### src/inc/cis_regs.svh
// Named constants of the charger input supervisor.
`ifndef CIS_REGS_SVH
`define CIS_REGS_SVH

// Current figures in milliamps, then the precharge divisor, throttle shift and minimum current width.
`define CIS_ILIM_USB_LOW_MA   75
`define CIS_ILIM_USB_HIGH_MA  450
`define CIS_ILIM_WALL_MA      2250
`define CIS_CHG_USB_LOW_MA    75
`define CIS_CHG_USB_STD_MA    450
`define CIS_CHG_USB_HIGH_MA   900
`define CIS_PRECHG_LOW_MA     75
`define CIS_PRECHG_DIVISOR    10
`define CIS_THROTTLE_SHIFT    1
`define CIS_CUR_W_MIN         12

// Comparator bit positions on the synchronised sense bus.
`define CIS_SENSE_W           9
`define CIS_S_ABOVE_UVLO      0
`define CIS_S_ABOVE_RESTART   1
`define CIS_S_ABOVE_6V0       2
`define CIS_S_ABOVE_6V6       3
`define CIS_S_ABOVE_7V0       4
`define CIS_S_USB_VALID       5
`define CIS_S_RAIL_SAG        6
`define CIS_S_OVERLOAD        7
`define CIS_S_USB_LEVEL       8

`endif

### src/inc/cis_pkg.sv
// Types shared by the charger input supervisor.
package cis_pkg;
	typedef enum logic [2:0] {
		PATH_BATTERY = 3'b001,
		PATH_WALL    = 3'b010,
		PATH_USB     = 3'b100
	} cis_path_type;
endpackage : cis_pkg

### src/cis_charger_input_supervisor.sv
// Input selection, qualification, current limits and input events of the charger.
`timescale 1ns/10ps
`include "cis_regs.svh"

module cis_charger_input_supervisor
	import cis_pkg::*;
#(
	parameter int CUR_W = 12
) (
	input  wire logic             clk_sys,                     // System clock, 200 MHz.
	input  wire logic             reset_n,                     // Async reset, active low.
	input  wire logic             wall_above_uvlo,             // Wall input above 3.5V.
	input  wire logic             wall_above_restart,          // Wall input above 4.0V.
	input  wire logic             wall_above_6v0,              // Wall input above 6.0V.
	input  wire logic             wall_above_6v6,              // Wall input above 6.6V.
	input  wire logic             wall_above_7v0,              // Wall input above 7.0V.
	input  wire logic             usb_source_valid,            // Valid source on USB.
	input  wire logic             system_rail_sag,             // Rail dropped over 200mV.
	input  wire logic             system_overload,             // Demand beyond input.
	input  wire logic             usb_current_level,           // Level pin.
	input  wire logic             otg_switch_on,               // OTG switch is on.
	input  wire logic             ovp_threshold_select,        // 0: 6.6V, 1: 7.0V.
	input  wire logic             usb_high_current_select,     // 1: 900mA USB cap.
	input  wire logic             input_irq_unmask,            // Wall events unmasked.
	input  wire logic             input_connect_irq_enable,    // Wall connect enable.
	input  wire logic             input_disconnect_irq_enable, // Wall disconnect enable.
	input  wire logic             usb_rise_irq_enable,         // USB connect enable.
	input  wire logic             usb_fall_irq_enable,         // USB disconnect enable.
	input  wire logic             usb_irq_unmask,              // USB events unmasked.
	input  wire logic             input_irq_flag_read,         // Read strobe, input flag.
	input  wire logic             usb_irq_flag_read,           // Read strobe, USB flag.
	input  wire logic [CUR_W-1:0] programmed_charge_current,   // Programmed mA.
	output logic                  power_from_wall,             // System on wall input.
	output logic                  power_from_usb,              // System on USB supply.
	output logic                  power_from_battery,          // System on battery.
	output logic                  battery_supplement,          // Battery helps input.
	output logic                  charge_enable,               // Charger may run.
	output logic                  usb_mode,                    // Charging in USB mode.
	output logic                  dynamic_charge_throttle,     // Charge current reduced.
	output logic      [CUR_W-1:0] input_current_limit,         // Input limit, mA.
	output logic      [CUR_W-1:0] charge_current_limit,        // Charge cap, mA.
	output logic      [CUR_W-1:0] precharge_current_limit,     // Precondition cap, mA.
	output logic                  input_valid_level,           // Wall input valid.
	output logic                  usb_valid_level,             // USB source valid.
	output logic                  input_irq_flag,              // Sticky wall event.
	output logic                  usb_irq_flag                 // Sticky USB event.
);
	// ************************************************************
	// Parameter check
	// ************************************************************
	generate
		if (CUR_W < `CIS_CUR_W_MIN) begin : g_bad_cur_w
			$error("CUR_W too narrow for the wall input current limit");
		end
	endgenerate

	function automatic logic [CUR_W-1:0] cur_min(input logic [CUR_W-1:0] a,
						     input logic [CUR_W-1:0] b);
		cur_min = (a < b) ? a : b;
	endfunction : cur_min

	// ************************************************************
	// Synchronisers
	// ************************************************************
	logic [`CIS_SENSE_W-1:0] sense_raw;
	logic [`CIS_SENSE_W-1:0] sense;
	logic [`CIS_SENSE_W-1:0] sense_rise;
	logic [`CIS_SENSE_W-1:0] sense_fall;

	assign sense_raw = {usb_current_level, system_overload, system_rail_sag,
			    usb_source_valid, wall_above_7v0, wall_above_6v6,
			    wall_above_6v0, wall_above_restart, wall_above_uvlo};

	cis_sync_edge #(.WIDTH(`CIS_SENSE_W)) u_sense_sync (
		.clk_sys  (clk_sys),
		.reset_n  (reset_n),
		.async_in (sense_raw),
		.level    (sense),
		.rise     (sense_rise),
		.fall     (sense_fall)
	);

	wire s_above_uvlo    = sense[`CIS_S_ABOVE_UVLO];
	wire s_above_restart = sense[`CIS_S_ABOVE_RESTART];
	wire s_above_6v0     = sense[`CIS_S_ABOVE_6V0];
	wire s_above_6v6     = sense[`CIS_S_ABOVE_6V6];
	wire s_above_7v0     = sense[`CIS_S_ABOVE_7V0];
	wire s_rail_sag      = sense[`CIS_S_RAIL_SAG];
	wire s_overload      = sense[`CIS_S_OVERLOAD];
	wire s_usb_level     = sense[`CIS_S_USB_LEVEL];
	wire s_usb_rise      = sense_rise[`CIS_S_USB_VALID];
	wire s_usb_fall      = sense_fall[`CIS_S_USB_VALID];

	// ************************************************************
	// Wall input qualification
	// ************************************************************
	logic uv_lock;
	logic ov_lock;

	// A brief dip under the lockout level must not restart charging until the
	// input has climbed back past the hysteresis point.
	wire ov_trip       = ovp_threshold_select ? s_above_7v0 : s_above_6v6;
	wire next_uv_lock  = !s_above_uvlo ? 1'b1 :
			     (s_above_restart ? 1'b0 : uv_lock);
	wire next_ov_lock  = ov_trip ? 1'b1 : (!s_above_6v0 ? 1'b0 : ov_lock);
	wire next_wall_ok  = !next_uv_lock && !next_ov_lock;
	wire wall_connect  = next_wall_ok && !input_valid_level;
	wire wall_drop     = !next_wall_ok && input_valid_level;

	always_ff @(posedge clk_sys or negedge reset_n) begin
		if (!reset_n) begin
			uv_lock           <= 1'b1;
			ov_lock           <= 1'b0;
			input_valid_level <= 1'b0;
			usb_valid_level   <= 1'b0;
		end else begin
			uv_lock           <= next_uv_lock;
			ov_lock           <= next_ov_lock;
			input_valid_level <= next_wall_ok;
			usb_valid_level   <= sense[`CIS_S_USB_VALID];
		end
	end

	// ************************************************************
	// Path selection
	// ************************************************************
	cis_path_type path;
	cis_path_type next_path;

	// USB fed by our own OTG switch is not a source at all.
	wire usb_ok = usb_valid_level && !otg_switch_on;

	always_comb begin
		if (input_valid_level) begin
			next_path = PATH_WALL;
		end else if (usb_ok) begin
			next_path = PATH_USB;
		end else begin
			next_path = PATH_BATTERY;
		end
	end

	always_ff @(posedge clk_sys or negedge reset_n) begin
		if (!reset_n) begin
			path <= PATH_BATTERY;
		end else begin
			path <= next_path;
		end
	end

	assign power_from_wall    = path[1];
	assign power_from_usb     = path[2];
	assign power_from_battery = path[0];

	// ************************************************************
	// Current limits
	// ************************************************************
	logic [CUR_W-1:0] next_ilim;
	logic [CUR_W-1:0] chg_base;
	logic [CUR_W-1:0] next_pre;

	wire [CUR_W-1:0] programmed_charge_current_tenth = programmed_charge_current / CUR_W'(`CIS_PRECHG_DIVISOR);
	wire [CUR_W-1:0] usb_cap    = usb_high_current_select ? CUR_W'(`CIS_CHG_USB_HIGH_MA)
							      : CUR_W'(`CIS_CHG_USB_STD_MA);
	wire [CUR_W-1:0] next_chg   = s_rail_sag ? (chg_base >> `CIS_THROTTLE_SHIFT)
						 : chg_base;
	wire next_charge  = (input_valid_level || usb_ok) && !ov_lock;

	always_comb begin
		unique case (path)
			PATH_WALL: begin
				next_ilim = CUR_W'(`CIS_ILIM_WALL_MA);
				chg_base  = programmed_charge_current;
				next_pre  = programmed_charge_current_tenth;
			end
			PATH_USB: begin
				if (s_usb_level) begin
					next_ilim = CUR_W'(`CIS_ILIM_USB_HIGH_MA);
					chg_base  = cur_min(usb_cap, programmed_charge_current);
					next_pre  = programmed_charge_current_tenth;
				end else begin
					next_ilim = CUR_W'(`CIS_ILIM_USB_LOW_MA);
					chg_base  = cur_min(CUR_W'(`CIS_CHG_USB_LOW_MA),
							    programmed_charge_current);
					next_pre  = cur_min(CUR_W'(`CIS_PRECHG_LOW_MA),
							    programmed_charge_current_tenth);
				end
			end
			PATH_BATTERY: begin
				next_ilim = '0;
				chg_base  = '0;
				next_pre  = '0;
			end
		endcase
	end

	always_ff @(posedge clk_sys or negedge reset_n) begin
		if (!reset_n) begin
			input_current_limit     <= '0;
			charge_current_limit    <= '0;
			precharge_current_limit <= '0;
			charge_enable           <= 1'b0;
			usb_mode                <= 1'b0;
			dynamic_charge_throttle <= 1'b0;
			battery_supplement      <= 1'b0;
		end else begin
			input_current_limit     <= next_ilim;
			charge_current_limit    <= next_chg;
			precharge_current_limit <= next_pre;
			charge_enable           <= next_charge;
			usb_mode                <= (path == PATH_USB);
			dynamic_charge_throttle <= s_rail_sag && (path != PATH_BATTERY);
			battery_supplement      <= s_overload && (path != PATH_BATTERY);
		end
	end

	// ************************************************************
	// Event flags
	// ************************************************************
	// A set in the same cycle as a read wins, so no event is ever lost.
	wire input_irq_set = input_irq_unmask &&
			     ((wall_connect && input_connect_irq_enable) ||
			      (wall_drop && input_disconnect_irq_enable));
	wire usb_irq_set   = usb_irq_unmask &&
			     ((s_usb_rise && usb_rise_irq_enable) ||
			      (s_usb_fall && usb_fall_irq_enable));

	always_ff @(posedge clk_sys or negedge reset_n) begin
		if (!reset_n) begin
			input_irq_flag <= 1'b0;
			usb_irq_flag   <= 1'b0;
		end else begin
			input_irq_flag <= input_irq_set ||
					  (input_irq_flag && !input_irq_flag_read);
			usb_irq_flag   <= usb_irq_set ||
					  (usb_irq_flag && !usb_irq_flag_read);
		end
	end
endmodule : cis_charger_input_supervisor

### src/cis_sync_edge.sv
// Two-flop synchroniser bank with edge detection on the stable stage.
`timescale 1ns/10ps
module cis_sync_edge #(
	parameter int WIDTH = 1
) (
	input  wire logic             clk_sys,   // System clock.
	input  wire logic             reset_n,   // Asynchronous reset, active low.
	input  wire logic [WIDTH-1:0] async_in,  // Levels from outside the domain.
	output logic      [WIDTH-1:0] level,     // Synchronised level.
	output logic      [WIDTH-1:0] rise,      // One-cycle pulse on a rising edge.
	output logic      [WIDTH-1:0] fall       // One-cycle pulse on a falling edge.
);
	logic [WIDTH-1:0] meta;
	logic [WIDTH-1:0] stable;
	logic [WIDTH-1:0] prev;

	generate
		if (WIDTH < 1) begin : g_bad_width
			$error("cis_sync_edge needs WIDTH of at least one");
		end
	endgenerate

	// The meta stage is read only by the stable stage.
	always_ff @(posedge clk_sys or negedge reset_n) begin
		if (!reset_n) begin
			meta   <= '0;
			stable <= '0;
			prev   <= '0;
		end else begin
			meta   <= async_in;
			stable <= meta;
			prev   <= stable;
		end
	end

	assign level = stable;
	assign rise  = stable & ~prev;
	assign fall  = ~stable & prev;
endmodule : cis_sync_edge

### config.mk
export PLATFORM = sky130hd
export DESIGN_NAME = cis_charger_input_supervisor
export DESIGN_NICKNAME = d
export VERILOG_FILES = /design/src/inc/cis_pkg.sv /design/src/cis_charger_input_supervisor.sv /design/src/cis_sync_edge.sv
export VERILOG_INCLUDE_DIRS = /design/src /design/src/inc
export SDC_FILE = /design/constraint.sdc
export NUM_CORES = 1
export LEC_CHECK = 0
export BUFFER_PORTS_ARGS = -buffer_cell sky130_fd_sc_hd__clkbuf_2
export CAP_MARGIN = 40
export CORE_MARGIN = 2
export CORE_UTILIZATION = 58
export DETAILED_ROUTE_END_ITERATION = 8
export GPL_ROUTABILITY_DRIVEN = 0
export GPL_TIMING_DRIVEN = 1
export HOLD_SLACK_MARGIN = 0.06
export MAX_ROUTING_LAYER = met4
export PLACE_DENSITY = 0.82
export RECOVER_POWER = 25
export SLEW_MARGIN = 20
export SYNTH_ARGS = -nofsm -noshare
export SYNTH_HDL_FRONTEND = slang
export SYNTH_SLANG_ARGS = --single-unit
### constraint.sdc
create_clock -name clk_sys -period 6 [get_ports clk_sys]
set_clock_uncertainty 0.05 [all_clocks]
set_input_delay 0 -clock clk_sys [delete_from_list [all_inputs] [get_ports clk_sys]]
set_output_delay 0 -clock clk_sys [all_outputs]
set_load 0.01 [all_outputs]
After elaboration in Yosys (flattened, before gate mapping)
Cells that the tools add are included.
Operators by class
  divide/modulo/power cells: 1
  order comparisons: 3
  equal/unequal tests: 4
  muxes and demuxes: 18
  bitwise gates (word level): 4
  reductions and logical operators: 28
Operators by type and width (count)
  case mux 12 bit (3 select lines): 3
  2-to-1 mux 12 bit: 6
  less-than comparator 7 x 12 -> 1 bit (first input constant): 2
  logical AND 1 bit: 15
  bitwise AND 6 bit: 2
  divider 12 x 4 -> 12 bit (second input constant): 1
  less-than comparator 10 x 12 -> 1 bit: 1
  NOT 6 bit: 2
  2-to-1 mux 10 bit: 1
  2-to-1 mux 9 bit: 1
  zero test 1 bit: 8
  2-to-1 mux 3 bit: 2
  logical OR 1 bit: 5
  2-to-1 mux 1 bit: 5
  equality test 3 x 1 -> 1 bit (second input constant): 1
  equality test 3 x 2 -> 1 bit (second input constant): 1
  equality test 3 bit (second input constant): 1
  inequality test 3 x 1 -> 1 bit (second input constant): 1
Word-level totals
  register bits: 73
  word-level logic and storage cells: 75

Longest topological paths before layout
  word-level depth: 10
  depth in mapped cells: 14

Modules after synthesis
A second synthesis with hierarchy kept.
Second synthesis, totals
  cell total of the unflattened synthesis: 405
  area, all modules: 3881.2 um2
By module, submodules not included
  cis_charger_input_supervisor: instances 1, cells an instance 360, area an instance 3047.9 um2
  cis_sync_edge: instances 1, cells an instance 45, area an instance 833.3 um2

Least setup slack after synthesis
Ideal clock, no wire load.
  path kind: input to register
  from: in programmed_charge_current[11]
  to: reg precharge_current_limit[0]
  setup time: 0.066 ns
  arrival: 2.968 ns
  data required time: 5.884 ns
  setup slack: 2.916 ns
  stages: 13
  path through: buf_6 -> buf_6 -> and4b_1 -> or2_0 -> a222oi_1 -> o41ai_1 -> a211oi_2 -> a21oi_2 -> o311a_4 -> or2_1 -> or3_1 -> a41o_1 -> nand2_1
On the way
  cells in the longest elaborated chain, start to end: 5
RTL lines
  start: declaration: RTL line cis_charger_input_supervisor.sv:32  | input wire logic [CUR_W-1:0] programmed_charge_current,
  divider 12 x 4 -> 12 bit *: RTL line cis_charger_input_supervisor.sv:162  | wire [CUR_W-1:0] programmed_charge_current_tenth = programmed_charge_current / CUR_W'(`CIS_PRECHG_DIVISOR);
  less-than comparator 7 x 12 -> 1 bit: RTL line cis_charger_input_supervisor.sv:59  | cur_min = (a < b) ? a : b;
  2-to-1 mux 12 bit: RTL line cis_charger_input_supervisor.sv:59
  2-to-1 mux 12 bit: RTL line cis_charger_input_supervisor.sv:177  | if (s_usb_level) begin
  case mux 12 bit (3 select lines) *: RTL line cis_charger_input_supervisor.sv:170  | unique case (path)
  via next_pre[0]: RTL line cis_charger_input_supervisor.sv:160  | logic [CUR_W-1:0] next_pre;
  end signal: assignment: RTL line cis_charger_input_supervisor.sv:209  | precharge_current_limit <= next_pre;
  end: declaration: RTL line cis_charger_input_supervisor.sv:42  | output logic [CUR_W-1:0] precharge_current_limit,
Mark *: on every way through the listed nets, which the timed path passes. The rest lies on a longest branch.

Worst setup path after layout
  from: in programmed_charge_current[8]
  to: reg precharge_current_limit[8]
The elaborated chain is that of the path after synthesis.

==> results.toml <==
[logic_synthesis]
async_reset_ff_share_pct = 100
ys.flop_type = "dfrtp_1"
yosys.area.top_type = "dfrtp_1"
synth_top_area_share_pct = 40.3
synth-seq-cells = 58
synth_cell_type_count = 73
syn_avg_cell_area_um2 = 9.24
synth.top_cells.by_count = "dfrtp_1, nand2_1, o21ai_0"
synth.cell_area_um2 = 3480
ys_warn_count = 0
ys_seq_area_share_pct = 41.8
synth.area.top_cells = "dfrtp_1, o21ai_0, nand2_1"
synthesis.instances = 376
synth_edf_count = 0
yosysMostFrequentCell = "dfrtp_1"

[timing]
max-slew-margin-rel_pct = 27.3
min_period_over_period_pct = 63.8
hold_violations = 0
drv_slew = 0
rsz0062_at_grt = "false"
tns_ps = 0
setup_violations = 0
fmax_ghz = 0.261
fin_crit_ps = 3830
tightest_slew_ps = 1090
whs_ps = 103

[power_and_ir_drop]
power_switching_uw = 336
combPwrFrac_pct = 27.6
p_clk_share_pct = 29.6
sequentialPowerShare_pct = 42.9
power_density_nw_per_um2 = 252
leakagePower_nw = 1.88
finalPower_mw = 1.03
swShare_pct = 32.6
p_int_uw = 696
max-vdd-ir-drop_uv = 272

[placement]
dp_hpwl_mm = 5.97
numPortBuffers = 72

[cts]
cts_tree = "yes"
worstSkewPairLatency_ps = 330
htreeDepth = 3
cts_root_buf = "clkbuf_8"
clk_pin_slew_ps = 70
post-cts-setup-buffers = 0
max-clock-path-buffers = 2
cts_buffers = 9
numClockSinks = 58

[hold_path]
hp-class = "in -> reg"

[global_route]
grt_pass1_vias = 3032
grt_max_degree = 59
grtUsageTotal_pct = 30.3
antenna_found_initial = 0
grt-ovfl-total = 0
grt_pass1_wl_mm = 14.8

[setup_path]
crit_arrival_ps = 4050
crit_type = "in -> reg"
cp.required_ps = 6230
cp-start-kind = "input port"
path_max_fanout = 30
end_kind = "flip-flop"

[route]
ant_nets = 0
drc_errors = 0
wl_per_cell_um = 16.9
first_pass_iters = 6
totalWireLength_mm = 8.98
routed-via-count = 3218
drtIter0Drc = 290
vias_per_cell = 6.07

[final_layout]
fillers = 465
syn2layout_area_growth_pct = 17.6
drive_above_1_share_pct = 20.2
diodes = 0
fin_nets = 488

[floorplan]
die_h_um = 81.4
core-area_um2 = 5850
io_pins = 81
initial_core_util_pct = 59.4
rows = 28
die-area_um2 = 6630
die_w_um = 81.4

[status]
status = "finished clean"

[flow_run]
max_cap_violations = 0
## area by class of cell
class	count	area [um^2]	area share, %
Clock buffer	11	141	3.46
Clock inverter	5	30.0	0.735
Inverter	20	75.1	1.84
Multi-Input combinational cell	271	1780	43.4
Sequential cell	58	1450	35.6
Tap cell	75	93.8	2.30
Timing Repair Buffer	90	518	12.7
## critical path: stages
cell and delay (ps):
clkbuf_2 310, nor2b_1 270, a31o_2 270, a222oi_1 920, o41ai_1 370, a21oi_4 350
o21ai_1 130, a211oi_1 500, o311ai_1 190, or3_1 330, a21oi_1 220, and3_1 180
## metrics by stage
step	util, %	instance area, um^2	instances	setup slack [ps]
3_3_place_gp	64.4	3770	497	2210
2_1_floorplan	-	3500	383	2920
6_report	69.9	4090	530	2170
4_1_cts	70.2	4110	530	2330
5_1_grt	69.9	4090	530	2000
3_5_place_dp	64.4	3770	497	1990
## repair_timing
action,4_1_cts,5_1_grt
gates resized for setup,0,0
endpoints found under the hold margin,73,0
hold buffers,17,0
## placed cells by master, fill, tap and decap left out, types with 5 or more instances in the layout
master | netlist | layout
or3_1 | 5 | 5
a21oi_1 | 13 | 13
nor2b_1 | 5 | 5
conb_1 | 1 | 8
dlygate4sd3_1 | 0 | 17
clkbuf_1 | 13 | 17
inv_1 | 18 | 18
o21ai_0 | 29 | 29
o21a_1 | 5 | 5
nor2_1 | 25 | 25
nand2_1 | 31 | 31
nor3_1 | 7 | 7
clkbuf_8 | 0 | 10
o211ai_1 | 11 | 11
and3_1 | 6 | 6
clkbuf_2 | 0 | 56
nor3b_1 | 5 | 5
dfrtp_1 | 56 | 56
a21o_1 | 5 | 5
and2_1 | 7 | 7
## power groups by stage
stage | clock [mW] | sequential [mW] | combinational (mW)
2_1_floorplan | 0 | 0.462 | 0.177
3_3_place_gp | 0 | 0.447 | 0.264
3_5_place_dp | 0 | 0.449 | 0.270
4_1_cts | 0.310 | 0.442 | 0.281
5_1_grt | 0.333 | 0.446 | 0.313
6_report | 0.305 | 0.442 | 0.285
## path summary, 6_finish.rpt
| check | cells after the start | endpoint | slack [ps] | startpoint |
|---|---|---|---|---|
| worst max-delay path | 12 | precharge_current_limit[8] | 2170 | programmed_charge_current[8] |
| min in group asynchronous | 3 | usb_irq_flag | 300 | reset_n |
| worst min-delay path | 3 | charge_current_limit[8] | 100 | usb_high_current_select |
| worst min register to register | 0 | u_sense_sync.level[7] | 300 | u_sense_sync.meta[7] |
| worst max register to register | 7 | charge_current_limit[1] | 3460 | path[0] |
| max in group asynchronous | 3 | u_sense_sync.level[1] | 5130 | reset_n |
## flip-flops by register name (all words and copies together), names as in the netlist
name	count
precharge_current_limit	9
battery_supplement	1
uv_lock	1
u_sense_sync.meta	9
path	3
usb_irq_flag	1
input_valid_level	1
ov_lock	1
u_sense_sync.level	9
charge_enable	1
charge_current_limit	12
input_current_limit	6
usb_mode	1
dynamic_charge_throttle	1
usb_valid_level	1
input_irq_flag	1
## cell families (layout without fill, tap and decap cells)
group,Yosys count,count (layout),share of synthesized area (%)
DFF,58,58,41.8
AOI/OAI and AO/OA,125,125,26.4
other,1,8,0.108
buffers and inverters,54,126,7.85
adders and majority gates,4,4,1.44
and+or+nand+nor,119,119,18.2
xor gates and xnor gates,7,7,1.76
muxes,8,8,2.45
## metal layers
layer	GRT usage, %	vias up	share of wire (%)
li1	-	1511	-
met1	39.1	1492	42
met2	48.2	185	48
met3	5.71	30	7.6
met4	10.5	0	2.4
met5	-	-	0
No activity file was read; power rests on OpenSTA's default activity.
